[src/verilog/adcsc_pkg.sv]
// Constants, types and helpers shared by the converter control files
package adcsc_pkg;

  // Register byte addresses
  localparam logic [7:0] OFF_CTRL0     = 8'h00;
  localparam logic [7:0] OFF_CTRL1     = 8'h04;
  localparam logic [7:0] OFF_CTRL2     = 8'h08;
  localparam logic [7:0] OFF_RES_HIGH  = 8'h0C;
  localparam logic [7:0] OFF_RES_LOW   = 8'h10;
  localparam logic [7:0] OFF_STATUS    = 8'h14;

  // Field positions
  localparam int CTRL0_EN_BIT  = 0;
  localparam int CTRL0_GO_BIT  = 1;
  localparam int CTRL0_CHS_LSB = 2;
  localparam int CTRL0_CAL_BIT = 7;
  localparam int CTRL1_PIN_ANALOG_CONFIG_LSB = 0;
  localparam int CTRL1_PREF_BIT = 4;
  localparam int CTRL1_NREF_BIT = 5;
  localparam int CTRL2_CONV_CLOCK_SELECT_LSB = 0;
  localparam int CTRL2_ACQUIRE_TIME_SELECT_LSB = 3;
  localparam int CTRL2_FMT_BIT  = 7;
  localparam int STATUS_DONE_BIT = 0;

  // Values after reset
  localparam logic [7:0] CTRL0_RESET = 8'h00;
  localparam logic [7:0] CTRL1_RESET = 8'h00;
  localparam logic [7:0] CTRL2_RESET = 8'h00;

  // Sizes and counts
  localparam int NUM_CHAN = 12;
  localparam int RES_BITS = 10;
  localparam logic [4:0] CONV_LAST_CNT = 5'h0A;
  localparam logic [3:0] PIN_ANALOG_CONFIG_FIRST_DIG = 4'h4;
  localparam logic [3:0] CHS_FIRST_BAD  = 4'hC;

  // Timing
  localparam int CLK_PERIOD_NS  = 40;
  localparam int INSTR_CYCLE_NS = 160;
  localparam int RC_DELAY_CLKS  =
    (INSTR_CYCLE_NS + CLK_PERIOD_NS - 1) / CLK_PERIOD_NS;

  typedef enum logic [1:0] {
    ST_IDLE   = 2'b00,
    ST_RCWAIT = 2'b01,
    ST_ACQ    = 2'b10,
    ST_CONV   = 2'b11
  } adcsc_state_type;

  // Acquisition length in conversion clock periods
  function automatic logic [4:0] acq_tads(input logic [2:0] code);
    case (code)
      3'h0:    acq_tads = 5'h00;
      3'h1:    acq_tads = 5'h02;
      3'h2:    acq_tads = 5'h04;
      3'h3:    acq_tads = 5'h06;
      3'h4:    acq_tads = 5'h08;
      3'h5:    acq_tads = 5'h0C;
      3'h6:    acq_tads = 5'h10;
      default: acq_tads = 5'h14;
    endcase
  endfunction

  // Oscillator divide ratio; codes x11 pick the RC clock instead
  function automatic logic [6:0] clk_div(input logic [2:0] code);
    case (code)
      3'h0:    clk_div = 7'h02;
      3'h1:    clk_div = 7'h08;
      3'h2:    clk_div = 7'h20;
      3'h4:    clk_div = 7'h04;
      3'h5:    clk_div = 7'h10;
      3'h6:    clk_div = 7'h40;
      default: clk_div = 7'h02;
    endcase
  endfunction

endpackage

[src/verilog/adcsc_tad_if.sv]
// Conversion clock tick link between control and clock generator
`timescale 1ns/1ns
`default_nettype none
interface adcsc_tad_if;
  logic       run;
  logic [2:0] clk_sel;
  logic       sleep;
  logic       tick;
  modport gen (input run, input clk_sel, input sleep, output tick);
  modport ctl (output run, output clk_sel, output sleep, input tick);
endinterface
`default_nettype wire

[src/verilog/adcsc_tad_gen.sv]
// Conversion clock tick generator: oscillator divider or RC pin
`timescale 1ns/1ns
`default_nettype none
module adcsc_tad_gen
  import adcsc_pkg::*;
(
  input  wire logic  clk,     // System clock
  input  wire logic  rst_n,   // Async reset
  input  wire logic  rc_clk,  // Internal RC oscillator
  adcsc_tad_if.gen   tad      // Tick link
);

  typedef struct packed {
    logic [6:0] cnt;
    logic       rc_s1;
    logic       rc_s2;
    logic       rc_s3;
    logic       rc_lvl;
  } adcsc_gen_st_type;

  adcsc_gen_st_type s_r;
  adcsc_gen_st_type s_nxt;
  logic             tick_c;
  logic             rc_rise;

  always_comb
  begin
    s_nxt       = s_r;
    tick_c      = 1'b0;
    s_nxt.rc_s1 = rc_clk;
    s_nxt.rc_s2 = s_r.rc_s1;
    s_nxt.rc_s3 = s_r.rc_s2;
    // Level counts only once second and third stage agree
    rc_rise = (s_r.rc_s2 == s_r.rc_s3) & s_r.rc_s3 & ~s_r.rc_lvl;
    if (s_r.rc_s2 == s_r.rc_s3)
      s_nxt.rc_lvl = s_r.rc_s3;
    if (!tad.run)
      s_nxt.cnt = 7'h00;
    else if (tad.clk_sel[1:0] == 2'b11)
      tick_c = rc_rise;
    else if (!tad.sleep)
    begin
      // Oscillator stops in sleep, so only the RC source keeps going
      if (s_r.cnt == clk_div(tad.clk_sel) - 7'h01)
      begin
        tick_c    = 1'b1;
        s_nxt.cnt = 7'h00;
      end
      else
        s_nxt.cnt = s_r.cnt + 7'h01;
    end
  end

  assign tad.tick = tick_c;

  always_ff @(posedge clk or negedge rst_n)
  begin
    if (!rst_n)
      s_r <= '0;
    else
      s_r <= s_nxt;
  end

endmodule
`default_nettype wire

[src/verilog/adcsc_top.sv]
// Successive approximation converter control with APB registers
//
// The placing of the registers and register access over APB were left to the implementer.
`timescale 1ns/1ns
`default_nettype none
module adcsc_top
  import adcsc_pkg::*;
(
  input  wire logic                clk,              // 25 MHz clock
  input  wire logic                rst_n,            // Async reset
  input  wire logic                psel,             // APB select
  input  wire logic                penable,          // APB enable
  input  wire logic                pwrite,           // APB write
  input  wire logic [7:0]          paddr,            // APB address
  input  wire logic [31:0]         pwdata,           // APB write data
  output logic      [31:0]         prdata,           // APB read data
  output logic                     pready,           // APB ready
  output logic                     pslverr,          // APB error
  input  wire logic                sleep,            // Device asleep
  input  wire logic                rc_clk,           // RC oscillator
  input  wire logic                comp_in,          // Comparator out
  output logic      [NUM_CHAN-1:0] chan_route,       // Mux one-hot
  output logic                     chan_valid,       // Channel code ok
  output logic      [NUM_CHAN-1:0] pin_analog,       // 1 = analog pin
  output logic                     vref_neg_ext,     // Ext neg ref
  output logic                     vref_pos_ext,     // Ext pos ref
  output logic                     sample_en,        // Hold cap tracks
  output logic      [RES_BITS-1:0] dac_code,         // Trial code
  output logic                     calibrate_active, // Offset cal
  output logic                     conv_done_flag    // Done flag
);

  typedef struct packed {
    adcsc_state_type       state;
    logic                  en;
    logic                  cal;
    logic [3:0]            channel_select;
    logic                  nref;
    logic                  pref;
    logic [3:0]            pin_analog_config;
    logic                  fmt;
    logic [2:0]            acquire_time_select;
    logic [2:0]            conv_clock_select;
    logic                  flag;
    logic [4:0]            cnt;
    logic [2:0]            dly;
    logic [RES_BITS-1:0]   trial;
    logic [31:0]           prdata;
    logic                  cmp_s1;
    logic                  cmp_s2;
    logic                  cmp_s3;
    logic                  cmp_val;
  } adcsc_st_type;

  adcsc_st_type        s_r;
  adcsc_st_type        s_nxt;
  logic [15:0]         res_r;
  logic [15:0]         res_nxt;
  logic                res_load;
  logic                tick;
  logic                busy;
  logic                mapped;
  logic                acc;
  logic                wr;
  logic                done_set;
  logic                done_clr;
  logic                start;
  logic                wr_ctrl0;
  logic [RES_BITS-1:0] mask;
  logic [RES_BITS-1:0] final_code;
  logic [4:0]          cnt_inc;

  adcsc_tad_if tad ();

  adcsc_tad_gen u_tad (
    .clk    (clk),
    .rst_n  (rst_n),
    .rc_clk (rc_clk),
    .tad    (tad)
  );

  assign tick = tad.tick;
  assign busy = (s_r.state != ST_IDLE);

  // Zero-wait slave: every access completes in its first access cycle
  assign mapped = (paddr == OFF_CTRL0) || (paddr == OFF_CTRL1) ||
                  (paddr == OFF_CTRL2) || (paddr == OFF_RES_HIGH) ||
                  (paddr == OFF_RES_LOW) || (paddr == OFF_STATUS);
  assign acc      = psel & penable;
  assign wr       = acc & pwrite & mapped;
  assign wr_ctrl0 = wr & (paddr == OFF_CTRL0);
  assign pready   = 1'b1;
  assign pslverr  = acc & ~mapped;
  assign prdata   = s_r.prdata;

  assign tad.run     = (s_r.state == ST_ACQ) || (s_r.state == ST_CONV);
  assign tad.clk_sel = s_r.conv_clock_select;
  assign tad.sleep   = sleep;

  always_comb
  begin
    s_nxt      = s_r;
    res_load   = 1'b0;
    done_set   = 1'b0;
    done_clr   = 1'b0;
    start      = 1'b0;
    mask       = '0;
    final_code = '0;
    cnt_inc    = s_r.cnt + 5'h01;

    s_nxt.cmp_s1 = comp_in;
    s_nxt.cmp_s2 = s_r.cmp_s1;
    s_nxt.cmp_s3 = s_r.cmp_s2;
    if (s_r.cmp_s2 == s_r.cmp_s3)
      s_nxt.cmp_val = s_r.cmp_s3;

    case (s_r.state)
      ST_IDLE:
      begin
        s_nxt.cnt = 5'h00;
        s_nxt.dly = 3'h0;
      end
      ST_RCWAIT:
      begin
        // Lets the processor enter sleep before the RC clock runs
        if (s_r.dly == 3'(RC_DELAY_CLKS - 1))
          s_nxt.state = (acq_tads(s_r.acquire_time_select) == 5'h00) ? ST_CONV : ST_ACQ;
        else
          s_nxt.dly = s_r.dly + 3'h1;
      end
      ST_ACQ:
      begin
        if (tick)
        begin
          if (cnt_inc == acq_tads(s_r.acquire_time_select))
          begin
            s_nxt.state = ST_CONV;
            s_nxt.cnt   = 5'h00;
          end
          else
            s_nxt.cnt = cnt_inc;
        end
      end
      ST_CONV:
      begin
        if (tick)
        begin
          if (s_r.cnt == 5'h00)
            s_nxt.trial = RES_BITS'(1) << (RES_BITS - 1);
          else
          begin
            // Comparator low means the trial bit overshoots
            mask = RES_BITS'(1) << (5'(RES_BITS) - s_r.cnt);
            final_code = s_r.cmp_val ? s_r.trial : (s_r.trial & ~mask);
            s_nxt.trial = final_code | (mask >> 1);
          end
          if (s_r.cnt == CONV_LAST_CNT)
          begin
            s_nxt.trial = final_code;
            s_nxt.state = ST_IDLE;
            s_nxt.cnt   = 5'h00;
            res_load    = 1'b1;
            done_set    = 1'b1;
          end
          else
            s_nxt.cnt = cnt_inc;
        end
      end
      default:
        s_nxt.state = ST_IDLE;
    endcase

    if (wr)
    begin
      case (paddr)
        OFF_CTRL0:
        begin
          s_nxt.cal = pwdata[CTRL0_CAL_BIT];
          s_nxt.channel_select = pwdata[CTRL0_CHS_LSB +: 4];
          s_nxt.en  = pwdata[CTRL0_EN_BIT];
          // Writing go as 0 while busy is ignored, it does not abort
          start = pwdata[CTRL0_GO_BIT] & pwdata[CTRL0_EN_BIT] & ~busy;
        end
        OFF_CTRL1:
        begin
          s_nxt.pin_analog_config = pwdata[CTRL1_PIN_ANALOG_CONFIG_LSB +: 4];
          s_nxt.pref = pwdata[CTRL1_PREF_BIT];
          s_nxt.nref = pwdata[CTRL1_NREF_BIT];
        end
        OFF_CTRL2:
        begin
          s_nxt.conv_clock_select = pwdata[CTRL2_CONV_CLOCK_SELECT_LSB +: 3];
          s_nxt.acquire_time_select = pwdata[CTRL2_ACQUIRE_TIME_SELECT_LSB +: 3];
          s_nxt.fmt  = pwdata[CTRL2_FMT_BIT];
        end
        OFF_STATUS:
          done_clr = pwdata[STATUS_DONE_BIT];
        default:
          done_clr = 1'b0;
      endcase
    end

    if (start)
    begin
      s_nxt.cnt = 5'h00;
      s_nxt.dly = 3'h0;
      if (s_r.conv_clock_select[1:0] == 2'b11)
        s_nxt.state = ST_RCWAIT;
      else if (acq_tads(s_r.acquire_time_select) == 5'h00)
        s_nxt.state = ST_CONV;
      else
        s_nxt.state = ST_ACQ;
    end

    // Disable aborts whatever is in flight
    if (!s_nxt.en)
      s_nxt.state = ST_IDLE;

    // A completion in the clearing cycle keeps the flag set
    s_nxt.flag = (s_r.flag & ~done_clr) | done_set;

    // Read data captured in the setup cycle
    if (psel && !penable)
    begin
      case (paddr)
        OFF_CTRL0:
          s_nxt.prdata = {24'h000000, s_r.cal, 1'b0, s_r.channel_select,
                          busy, s_r.en};
        OFF_CTRL1:
          s_nxt.prdata = {24'h000000, 2'b00, s_r.nref,
                          s_r.pref, s_r.pin_analog_config};
        OFF_CTRL2:
          s_nxt.prdata = {24'h000000, s_r.fmt, 1'b0,
                          s_r.acquire_time_select, s_r.conv_clock_select};
        OFF_RES_HIGH:
          s_nxt.prdata = {24'h000000, res_r[15:8]};
        OFF_RES_LOW:
          s_nxt.prdata = {24'h000000, res_r[7:0]};
        OFF_STATUS:
          s_nxt.prdata = {31'h00000000, s_r.flag};
        default:
          s_nxt.prdata = 32'h00000000;
      endcase
    end
  end

  assign res_nxt = s_r.fmt ? {6'h00, final_code}
                           : {final_code, 6'h00};

  always_ff @(posedge clk or negedge rst_n)
  begin
    if (!rst_n)
    begin
      s_r       <= '0;
      s_r.state <= ST_IDLE;
    end
    else
      s_r <= s_nxt;
  end

  // Result pair survives reset by design
  always_ff @(posedge clk)
  begin
    if (res_load)
      res_r <= res_nxt;
  end

  generate
    for (genvar i = 0; i < NUM_CHAN; i++)
    begin : g_pin
      assign chan_route[i] = s_r.en && (s_r.channel_select == 4'(i));
      assign pin_analog[i] = (s_r.pin_analog_config < PIN_ANALOG_CONFIG_FIRST_DIG) ||
                             (5'(i) + 5'(s_r.pin_analog_config) <= 5'h0E);
    end
  endgenerate

  assign chan_valid       = (s_r.channel_select < CHS_FIRST_BAD);
  assign vref_neg_ext     = s_r.nref;
  assign vref_pos_ext     = s_r.pref;
  assign sample_en        = s_r.en && (s_r.state != ST_CONV);
  assign dac_code         = s_r.trial;
  assign calibrate_active = s_r.cal && (s_r.state == ST_CONV);
  assign conv_done_flag   = s_r.flag;

  // Checking helper: ticks seen in the current phase
  logic [4:0] h_ticks_r;
  always_ff @(posedge clk or negedge rst_n)
  begin
    if (!rst_n)
      h_ticks_r <= 5'h00;
    else if (s_nxt.state != s_r.state)
      h_ticks_r <= 5'h00;
    else if (tick)
      h_ticks_r <= h_ticks_r + 5'h01;
  end
endmodule
`default_nettype wire

[config.mk]
export PLATFORM = sky130hd
export DESIGN_NAME = adcsc_top
export DESIGN_NICKNAME = d
export VERILOG_FILES = /design/src/verilog/adcsc_pkg.sv /design/src/verilog/adcsc_tad_if.sv /design/src/verilog/adcsc_tad_gen.sv /design/src/verilog/adcsc_top.sv
export SDC_FILE = /design/constraint.sdc
export NUM_CORES = 1
export LEC_CHECK = 0
export BUFFER_PORTS_ARGS = -buffer_cell sky130_fd_sc_hd__buf_4
export CAP_MARGIN = 30
export CORE_ASPECT_RATIO = 1.75
export CORE_UTILIZATION = 40
export DETAILED_ROUTE_END_ITERATION = 7
export PLACE_DENSITY = 0.73
export SYNTH_ARGS = -nofsm -noshare
export SYNTH_HDL_FRONTEND = slang
export SYNTH_SLANG_ARGS = --single-unit
export TNS_END_PERCENT = 10
[constraint.sdc]
create_clock -name clk -period 2.8 [get_ports clk]
set_clock_uncertainty 0.05 [all_clocks]
set_input_delay 0.56 -clock clk [delete_from_list [all_inputs] [get_ports clk]]
set_output_delay 0.56 -clock clk [all_outputs]
set_load 0.02 [all_outputs]
Word-level counts from Yosys, hierarchy flattened
Cells that the tools add are included.

storage, ports and cells
  output and inout port bits = 74
  input bits = 48
  logic and storage cells = 233
  register bits = 103

operators by class
  order comparisons = 14
  multiplexer cells = 57
  eq/ne operators = 49
  $add $sub $neg = 16
  reduce and logical (&&, ||, !) cells = 52
  bitwise gates (word level) = 17
  shifts and indexed selects = 1

operators by type and width
  cell                                                 count
  2-to-1 mux 10 bit                                    7
  2-to-1 mux 7 bit                                     8
  <= comparator 5 x 4 -> 1 bit, second input constant  11
  2-to-1 mux 5 bit                                     10
  one-hot mux 8 bit (6 select lines)                   1
  one-hot mux 5 bit (7 select lines)                   1
  one-hot mux 7 bit (5 select lines)                   1
  adder 3 x 4 -> 5 bit, first input constant           4
  adder 4 x 4 -> 5 bit, first input constant           4
  2-to-1 mux 19 bit                                    1
  equality test 3 bit, second input constant           6
  logical OR 1 bit                                     18
  equality test 4 x 3 -> 1 bit, second input constant  4
  equality test 4 bit, second input constant           4
  equality test 8 x 4 -> 1 bit, second input constant  2
  equality test 8 x 5 -> 1 bit, second input constant  2
  2-to-1 mux 2 bit                                     8
  inequality test 4 bit, second input constant         4
  logical AND 1 bit                                    15
  zero test 5 bit                                      3
  one-hot mux 5 bit (3 select lines)                   1
  2-to-1 mux 1 bit                                     13
  equality test 3 x 2 -> 1 bit, second input constant  4
  2-to-1 mux 6 bit                                     2
  other kinds (46)                                     72

Longest topological paths before layout
Gate-level depths: netlist (run 1).

  depth after elaboration = 19
  gate-level depth with buffers = 10

By module
Synthesis (run 1) repeated with hierarchy kept, for this count alone.

second synthesis, totals
  cell total of the unflattened synthesis = 565
  area, all modules = 5308.8 µm²

modules (own cells, without submodules)
  module         cells each  seq. area each (µm²)  area an instance (µm²)  times used
  adcsc_top      489         1781.7                4603.2                  1
  adcsc_tad_gen  76          275.3                 705.7                   1

Worst setup path before layout (run 1)
No wires, ideal clock.

  path type = register -> register
  from = reg s_r (netlist bit tad.clk_sel[0])
  to = reg res_r[0] (enable)
  data required time = 2.362 ns
  cell stages (with the launch flop) = 10
  period minus slack after synthesis = 2.854 ns
  arrival time = 2.416 ns
  library setup time = 0.388 ns
  setup slack = -0.054 ns
  path through = dfrtp_1 buf_6 nand3b_1 xnor2_1 nor4b_4 and4_4 buf_6 o21ai_4 buf_2 nor2_1

between the ends
  word-level cells in the longest chain between the ends = 13
  elaborated cells on any way between the ends = 18
  classes of those cells = add/sub (1); eq/ne (7); mux (10)

RTL lines
  item                                         RTL line             RTL
  from (decl)                                  adcsc_top.sv:55      adcsc_st_type s_r;
  from (signal assigned)                       adcsc_top.sv:258     s_r <= s_nxt;
  equality test 3 bit (tied with other cells)  adcsc_pkg.sv:66      case (code)
  one-hot mux 7 bit (5 select lines)           adcsc_pkg.sv:66
  2-to-1 mux 7 bit                             adcsc_tad_gen.sv:41  else if (!tad.sleep)
  2-to-1 mux 7 bit                             adcsc_tad_gen.sv:39  else if (tad.clk_sel[1:0] == 2'b11)
  2-to-1 mux 7 bit                             adcsc_tad_gen.sv:37  if (!tad.run)
  subtractor 7 x 1 -> 7 bit                    adcsc_tad_gen.sv:44  if (s_r.cnt == clk_div(tad.clk_sel) - 7'h01)
  equality test 7 bit                          adcsc_tad_gen.sv:44
  2-to-1 mux 1 bit                             adcsc_tad_gen.sv:44
  2-to-1 mux 1 bit                             adcsc_tad_gen.sv:41
  2-to-1 mux 1 bit (*)                         adcsc_tad_gen.sv:39
  2-to-1 mux 1 bit (*)                         adcsc_tad_gen.sv:37
  2-to-1 mux 1 bit (*) (2 in a row)            -
  via done_set                                 adcsc_top.sv:65      logic done_set;
  to (signal assigned)                         adcsc_top.sv:265     res_r <= res_nxt;
  to (decl)                                    adcsc_top.sv:57      logic [15:0] res_r;

The timed path passes the listed nets; every way through them passes the cells marked *. The select of a mux whose other input is x is not followed.
A chain may end at the register's enable or synchronous reset.

Worst setup path in the final report (run 1)
  from = reg s_r[64] in the netlist's numbering
  to = out pin_analog[2]

between the ends
  word-level cells in the longest chain between the ends = 3
  elaborated cells on any way between the ends = 4
  classes of those cells = add/sub (1); order compare (2); reduce/logical (1)

RTL lines
  item                          RTL line          RTL
  adder 2 x 4 -> 5 bit          adcsc_top.sv:273  (5'(i) + 5'(s_r.pin_analog_config) <= 5'h0E);
  <= comparator 5 x 4 -> 1 bit  adcsc_top.sv:273
  logical OR 1 bit (*)          adcsc_top.sv:272  assign pin_analog[i] = (s_r.pin_analog_config < PIN_ANALOG_CONFIG_FIRST_DIG) ||
  to (decl)                     adcsc_top.sv:24   output logic [NUM_CHAN-1:0] pin_analog,

Mark *: on every way between the ends. The rest lies on a longest branch, timed or not.

==> results of run 1 <==
## area by class of cell
type / count / area [um^2] / area share, %
Multi-Input combinational cell: 422 / 2751 / 44.70
Sequential cell: 79 / 2057 / 33.41
Timing Repair Buffer: 98 / 735.7 / 11.95
Clock buffer: 9 / 225.2 / 3.659
Tap cell: 171 / 214.0 / 3.476
Clock inverter: 7 / 86.33 / 1.402
Inverter: 23 / 86.33 / 1.402
## registers in the layout, indices dropped and copies added, names as in the netlist, 2 cells and up
name         flops
dac_code        10
prdata           8
u_tad.s_r        9
res_r           16
s_nxt            2
s_r             26
u_tad.s_nxt      2
tad.clk_sel      3
## how the worst min path moves through the flow
stage | startpoint | to | cells past startpoint
after floorplan | rst_n | conv_done_flag | 0
after global placement | s_nxt[2] | s_nxt[1] | 0
after detailed placement | s_nxt[2] | s_nxt[1] | 0
after CTS | comp_in | s_nxt[2] | 1
after global routing | comp_in | s_nxt[2] | 1
final | rst_n | s_nxt[2] | 1
## power by group
| group | switching, mW | internal (mW) |
|---|---|---|
| Combinational | 0.0844 | 0.0389 |
| Sequential | 0.00721 | 1.18 |
| Clock | 0.505 | 0.711 |
| Total | 0.597 | 1.93 |
## routing by layer
metal | global-route usage, % | wire length [um] | part of all wire (%)
met5 | 0 | 0 | 0
met3 | 2.791 | 538 | 4.2
met2 | 36.81 | 6886 | 54
met4 | 10.45 | 518 | 4.1
met1 | 20.74 | 4795 | 38
## cells in the final DEF (no fill, tap or decap), types with 9 or more instances in the layout
cell type	count
clkbuf_16	9
a221oi_1	10
dfrtp_1	63
xnor2_1	15
nor3_1	17
edfxtp_1	16
buf_4	98
o21ai_0	44
nand2_1	57
inv_1	22
and3_1	14
mux2_2	15
nor2_1	31
nand3_1	18
or2_2	10
a21oi_1	23
conb_1	25
nand2b_1	11
ha_1	25
## cells by family (layout without fill, tap and decap cells)
kind of cell,Yosys count,in the layout,synth area share [%]
adders and majority gates,26,26,6.130
DFF,79,79,39.06
AOI/OAI and AO/OA,131,131,16.77
and+or+nand+nor,200,200,19.89
muxes,22,22,4.538
other,2,25,0.1426
buffers and inverters,93,137,10.48
xor gates and xnor gates,18,18,2.994
## repair_timing
item | in CTS | in global routing
buffers inserted | 0 | 1
endpoints found under the setup margin | 0 | 4
gates resized for setup | 0 | 1
endpoints found under the hold margin | 0 | 0
## through the flow
stage / std cells / power (mW) / hold slack, ns
after floorplan: 594 / 1.294 / 0.2144
after global placement: 792 / 1.329 / 0.2859
after detailed placement: 792 / 1.332 / 0.2966
after CTS: 808 / 2.546 / 0.2669
after global routing: 809 / 2.613 / 0.2606
final: 809 / 2.526 / 0.2589
## worst max-delay path: cells and delay by family (launching register included)
| family | cells | cell delay [ns] |
|---|---|---|
| simple gates | 2 | 0.51 |
| flops | 1 | 0.38 |
| buf+inv | 2 | 0.36 |
| fa+ha+maj | 1 | 0.29 |
| compound gates | 1 | 0.21 |
==> impl_metrics.json, run 1 <==
{
  "status": "complete, no violations",
  "initialDrtViolationCount": 290,
  "worst_slack_ns": 0.1154,
  "synth_edf_count": 16,
  "critical-path-max-stage-delay_ns": 0.40,
  "setup_viol": 0,
  "cp-endpoint": "pin_analog[2]",
  "r2r_slack_ns": 0.17,
  "num_rows": 55,
  "clock-sinks": 79,
  "synth_cell_types": 67,
  "tns_ns": 0,
  "ys_top_cells_by_area": "dfrtp_1 30%, edfxtp_1 9.1%, buf_4 6.6%, ha_1 5.9%, o21ai_0 4.2%",
  "fin_util_pct": 47.84,
  "drive_above_1_share_pct": 24.14,
  "synthTopCellsByCount": "63 x dfrtp_1, 57 x nand2_1, 46 x buf_4",
  "dr.pass1.iters": 5,
  "cts_buffer_depth": 2,
  "fin_nets": 706,
  "grt_pass1_vias": 4439,
  "final_design_area_no_fill_um2": 6156,
  "cp.required_ns": 2.19,
  "antenna_left": 0,
  "synthMostInstantiatedCell": "dfrtp_1",
  "cts.clk_slew.worst_paths_ns": 0.06,
  "worstMarginPinSlew_ns": 0.8088,
  "worstSetupEndpointType": "output port",
  "final.fill_count": 1161,
  "path_max_fanout": 7,
  "track_usage_pct": 19.83,
  "ctsHoldBuffers": 0,
  "grt_setup_unrepaired": "no",
  "startpoint": "s_r[64]",
  "grt_start_max_net_pins": 64,
  "routed_wl_um": 12740,
  "antenna_found_initial": 0,
  "critPathArrivalTime_ns": 2.07,
  "die_width_um": 88.74,
  "clock-root-buffer": "clkbuf_16",
  "slew_violations": 0,
  "clock_latency_ns": 0.34,
  "clock.fmax_mhz": 372.5,
  "yosysTopAreaCellShare_pct": 29.94,
  "peakVddDrop_mv": 0.3619,
  "yosys_register_bits": 79,
  "syn_area_um2": 5266,
  "crit_chain": "inv_1 -> nor2_1 -> ha_1 -> or4_1 -> a21o_1 -> buf_4",
  "power.leakage_nw": 2.766,
  "crit_path_start_kind": "register",
  "period_needed_ns": 2.685,
  "ys_warn_count": 0,
  "h-tree-depth": 3,
  "cpMaxStageDelayCell": "or4_1",
  "synthFlopType": "dfrtp_1",
  "coreArea_um2": 12870,
  "dp_hpwl_um": 9894,
  "drc": 0,
  "port_buffers": 71,
  "post-route-period-util_pct": 95.88,
  "tritoncts": "built",
  "critPathKind": "reg2out",
  "rr_startpoint": "s_r[49]",
  "syn_to_final_growth_pct": 16.89,
  "viasPerCell": 5.450,
  "syn_avg_cell_area_um2": 9.223,
  "relSlewSlack_pct": 46.08,
  "start_util_pct": 40.92,
  "final-hold-violation-count": 0,
  "grt_pass1_wl_um": 20970,
  "dr_total_vias": 4409,
  "cellPowerDensity_nw_per_um2": 410.3,
  "num_antenna_cells": 0,
  "dpl-instance-area_um2": 5832,
  "die_y_um": 153.8,
  "post-place-ws_ns": 0.1496,
  "grt-ovfl-total": 0,
  "holdCritPathClass": "in2async",
  "ioPinCount": 122,
  "rr_worst_depth": 9,
  "ys_async_sr_fraction_pct": 79.75,
  "wl_per_cell_um": 15.75,
  "yosysSeqAreaShare_pct": 39.06,
  "dieArea_um2": 13650,
  "synth_cells": 571,
  "maxCapViolCount": 0,
  "yosys.area.top_type": "dfrtp_1",
  "routabilityCongestion": 0.9038,
  "numCtsBuffers": 9,
  "r2r-end": "s_r[52]"
}
No activity file was read; power rests on OpenSTA's default activity.
==> inputs of run 2 (changes only) <==
Settings changed: CORE_ASPECT_RATIO 1.75 to unset, CORE_UTILIZATION 40 to 50, PLACE_DENSITY 0.73 to 0.86.
==> run 2 against run 1 <==
  * Wire length shrank 2.5%
  * Highest routed layer unchanged
  * Largest cell class unchanged
  * Via count increased by 0.41%
  * First-iteration DRC count grew 5.2%
==> impl_metrics.json, run 2 (same netlist as run 1, synthesis figures left out) <==
{
  "start_util_pct": 51.24,
  "clock-sinks": 79,
  "port_buffers": 71,
  "holdCritPathClass": "in2async",
  "relSlewSlack_pct": 46.10,
  "final-hold-violation-count": 0,
  "ctsHoldBuffers": 0,
  "largest_register": "s_r",
  "grt_setup_unrepaired": "yes",
  "cts_buffer_depth": 2,
  "largest_reg_flops": 26,
  "holdWs_ns": 0.2068,
  "critPathArrivalTime_ns": 2.11,
  "clock_latency_ns": 0.37,
  "dr.pass1.iters": 5,
  "track_usage_pct": 23.79,
  "maxCapViolCount": 0,
  "cts.clk_slew.worst_paths_ns": 0.09,
  "slew_violations": 0,
  "status": "complete, no violations",
  "final_design_area_no_fill_um2": 6013,
  "dieArea_um2": 10950,
  "final.fill_count": 858,
  "peakVddDrop_mv": 0.2690,
  "startpoint": "s_r[64]",
  "viasPerCell": 5.749,
  "fin_nets": 702,
  "period_needed_ns": 2.717,
  "drive_above_1_share_pct": 24.61,
  "worstMarginPinSlew_ns": 0.8085,
  "post-route-period-util_pct": 97.04,
  "rr_startpoint": "s_r[49]",
  "num_rows": 37,
  "syn_to_final_growth_pct": 14.18,
  "setup_viol": 0,
  "drc": 0,
  "die_width_um": 104.6,
  "clock-root-buffer": "clkbuf_8",
  "critPathKind": "reg2out",
  "grt_start_max_net_pins": 64,
  "wl_per_cell_um": 16.14,
  "power.leakage_nw": 2.703,
  "path_max_fanout": 7,
  "mostFrequentLayoutCells": "94 x buf_4, 62 x dfrtp_1, 57 x nand2_1",
  "worst_slack_ns": 0.08295,
  "dr_total_vias": 4427,
  "coreArea_um2": 10280,
  "antenna_left": 0,
  "cellPowerDensity_nw_per_um2": 370.3,
  "power.total_mw": 2.227,
  "worstSetupEndpointType": "output port",
  "fin_util_pct": 58.51,
  "clock.fmax_mhz": 368.0,
  "die_y_um": 104.6,
  "grt_pass1_wl_um": 20800,
  "antenna_found_initial": 0,
  "final_common_cell": "buf_4",
  "routed_wl_um": 12420,
  "grt_pass1_vias": 4175,
  "dp_hpwl_um": 9217,
  "grt-ovfl-total": 0,
  "dpl-instance-area_um2": 5766,
  "h-tree-depth": 3,
  "crit_path_start_kind": "register",
  "cp.required_ns": 2.19,
  "num_antenna_cells": 0,
  "numCtsBuffers": 9,
  "post-place-ws_ns": 0.1081,
  "initialDrtViolationCount": 305,
  "ioPinCount": 122,
  "tritoncts": "built",
  "routabilityCongestion": 0.9309,
  "post-cts-setup-buffers": 0
}
==> run 2: changes by cell type in the layout (fill, tap and decap cells not counted), moves of 2 or more <==
cell,previous run,this run
clkbuf_8,0,9
clkbuf_16,9,0
buf_4,98,94
clkinv_4,1,3
==> run 2: path summary, 6_finish.rpt <==
kind / to / slack [ns] / cells after the start
min reg2reg: u_tad.s_nxt[1] / 0.31 / 0
max in group asynchronous: s_r[62] / 1.92 / 1
min in group clk: u_tad.s_nxt[2] / 0.23 / 1
max reg2reg: s_r[52] / 0.16 / 9
min: s_r[68] / 0.21 / 1
max: pin_analog[2] / 0.08 / 6
==> run 2: metal layers <==
metal	part of all wire, %	global-route usage (%)
met2	48	39.36
met4	2.3	9.256
met1	43	30.49
met5	0	0
met3	7.3	4.991
==> run 2: final cells by class <==
| class | instances | area [um^2] | area share, % |
|---|---|---|---|
| Multi-Input combinational cell | 422 | 2776 | 46.17 |
| Sequential cell | 79 | 2058 | 34.23 |
| Timing Repair Buffer | 94 | 705.7 | 11.74 |
| Tap cell | 136 | 170.2 | 2.830 |
| Clock buffer | 9 | 123.9 | 2.060 |
| Clock inverter | 7 | 92.59 | 1.540 |
| Inverter | 23 | 86.33 | 1.436 |
==> run 2: where the power goes <==
group / switching (mW) / total [mW] / internal, mW
logic: 0.0854 / 0.124 / 0.0383
registers: 0.00721 / 1.18 / 1.18
clock network: 0.485 / 0.918 / 0.433
total: 0.578 / 2.23 / 1.65
==> run 2: repair_timing <==
item	4_1_cts	5_1_grt
pin swaps	0	1
gates resized for setup	1	6
endpoints found under the setup margin	5	19
==> run 2: through the flow <==
| step | setup TNS, ns | cells |
|---|---|---|
| 2_1_floorplan | 0 | 594 |
| 3_3_place_gp | 0 | 754 |
| 3_5_place_dp | 0 | 754 |
| 4_1_cts | 0 | 770 |
| 5_1_grt | -0.01158 | 770 |
| 6_report | 0 | 770 |
==> run 2: critical path: stages, from the launching register on <==
cell and delay, ns:
dfrtp_1 0.39, inv_1 0.19, nor2_1 0.11, ha_1 0.29, or4_1 0.41, a21o_1 0.20, buf_4 0.15
==> inputs of run 3 (changes only) <==
Clock period 2.8 ns to 2.2 ns, I/O delays scaled along.
==> run 3 against run 2 <==
  * The run now ends with negative setup slack left
  * Clock power is 29% higher
  * Global-route usage increased by 2.8 points
  * Via count rose by 9.1%
  * Combinational power is 41% higher
  * Register-to-register slack got worse by 0.40 ns
  * Flip-flop and latch count stayed put
  * Critical path depth up 1
  * Count of clock-buffer cells in the layout stayed put
  * Critical endpoint is now pin_analog[7]
==> impl_metrics.json, run 3 (same netlist as run 1, synthesis figures left out) <==
{
  "status": "finished with violations",
  "violations": "negative setup slack",
  "die_y_um": 104.6,
  "start_util_pct": 51.24,
  "holdCritPathClass": "in2reg",
  "antenna_found_initial": 0,
  "grt_setup_unrepaired": "yes",
  "slew_violations": 0,
  "final_common_cell": "buf_4",
  "initialDrtViolationCount": 370,
  "track_usage_pct": 26.58,
  "cp.required_ns": 1.71,
  "die_width_um": 104.6,
  "fin_nets": 762,
  "grt_pass1_wl_um": 22900,
  "p_sw_mw": 0.7532,
  "grt_start_max_net_pins": 36,
  "num_antenna_cells": 0,
  "maxCapViolCount": 0,
  "numCtsBuffers": 9,
  "peakVddDrop_mv": 0.3120,
  "post-route-period-util_pct": 112.8,
  "final-hold-violation-count": 0,
  "routed_wl_um": 14310,
  "internal-power_mw": 2.107,
  "period_needed_ns": 2.481,
  "clock-root-buffer": "clkbuf_8",
  "pwr-share-seq_pct": 52.8,
  "clock.fmax_mhz": 403.0,
  "dp_hpwl_um": 10060,
  "tritoncts": "built",
  "grt_pass1_vias": 4703,
  "dieArea_um2": 10950,
  "largest_register": "s_r",
  "power.total_mw": 2.860,
  "dr.pass1.iters": 8,
  "crit_path_start_kind": "register",
  "worstSetupEndpointType": "output port",
  "num_rows": 37,
  "drc": 0,
  "worstMarginPinSlew_ns": 0.5087,
  "final.fill_count": 752,
  "power.leakage_nw": 3.059,
  "path_max_fanout": 12,
  "mostFrequentLayoutCells": "139 x buf_4, 60 x dfrtp_1, 57 x nand2_1",
  "critPathKind": "reg2out",
  "port_buffers": 71,
  "viasPerCell": 5.820,
  "critPathArrivalTime_ns": 1.99,
  "coreArea_um2": 10280,
  "relSlewSlack_pct": 65.78,
  "largest_reg_flops": 26,
  "ioPinCount": 122,
  "syn_to_final_growth_pct": 28.87,
  "clock-sinks": 79,
  "cts_buffer_depth": 2,
  "combPwrFrac_pct": 6.1,
  "cts.clk_slew.worst_paths_ns": 0.10,
  "worst_slack_ns": -0.2813,
  "clock_latency_ns": 0.38,
  "h-tree-depth": 3,
  "drive_above_1_share_pct": 36.31,
  "cellPowerDensity_nw_per_um2": 421.5,
  "routabilityCongestion": 0.9412,
  "holdWs_ns": 0.1054,
  "p_clk_share_pct": 41.1,
  "setup_viol": 55,
  "wl_per_cell_um": 17.24,
  "antenna_left": 0,
  "dr_total_vias": 4831,
  "grt-ovfl-total": 0,
  "switching_share_pct": 26.33
}
==> run 3: cell types whose count changed in the layout (fill, tap and decap cells not counted), moves of 6 or more <==
cell | before | now
buf_4 | 94 | 139
o21ai_0 | 44 | 32
o21ai_1 | 0 | 6
buf_6 | 0 | 12
ha_1 | 24 | 16
==> run 3: per-stage QoR <==
stage | area [um^2] | setup WS, ns | utilization (%) | instances | TNS [ns]
global route | 6787 | -0.3727 | 66.03 | 830 | -10.95
finish | 6787 | -0.2813 | 66.03 | 830 | -5.602
CTS | 6684 | -0.2275 | 65.04 | 828 | -5.647
detailed placement | 6216 | -0.2749 | 60.48 | 802 | -7.393
floorplan | 5436 | -0.1463 | - | 594 | -4.835
global placement | 6216 | -0.1611 | 60.48 | 802 | -1.887
==> run 3: cell type report <==
cell class | instances | area [um^2] | share of cell area (%)
clock buffers | 9 | 123.9 | 1.825
flip-flops and latches | 79 | 2061 | 30.37
inverters | 23 | 91.34 | 1.346
clock inverters | 7 | 85.08 | 1.254
well taps | 136 | 170.2 | 2.507
repair buffers | 154 | 1229 | 18.10
multi-input cells | 422 | 3027 | 44.60
==> run 3: path summary, 6_finish.rpt <==
kind                       cells after the start            from              to  slack [ns]
max in group asynchronous                      3           rst_n         s_r[50]        1.10
min in group asynchronous                      2           rst_n         s_r[74]        0.47
min reg2reg                                    0  u_tad.s_nxt[2]  u_tad.s_nxt[1]        0.31
min                                            1         comp_in        s_nxt[2]        0.11
max reg2reg                                    9         s_r[49]         s_r[52]       -0.24
max                                            7         s_r[63]   pin_analog[7]       -0.28
==> run 3: layer usage <==
layer	track usage [%]	vias to the layer above	wire length (um)
li1	-	2212	-
met1	31.72	2296	5577
met2	45.03	271	7034
met3	4.429	52	1066
met4	15.79	0	628
met5	0	-	0
==> run 3: critical path, cell delays in order, from the launching register on <==
cell and delay [ns]:
dfrtp_1 0.38, buf_6 0.20, ha_4 0.21, buf_4 0.17, nor2_1 0.06, a221oi_1 0.30, or2_4 0.18, buf_6 0.11
==> run 3: repair_timing <==
| item | CTS | global route |
|---|---|---|
| resized for setup | 49 | 23 |
| pin swaps | 9 | 6 |
| setup buffers | 9 | 2 |
| hold buffers | 1 | 0 |
| hold endpoints to repair | 28 | 0 |
| endpoints found under the setup margin | 60 | 61 |
==> run 3: power groups by stage <==
stage	logic (mW)	registers (mW)	clock network [mW]
final	0.175	1.51	1.18
after CTS	0.173	1.51	1.18
after floorplan	0.112	1.53	0
after detailed placement	0.170	1.54	0
after global routing	0.192	1.51	1.25
after global placement	0.165	1.54	0
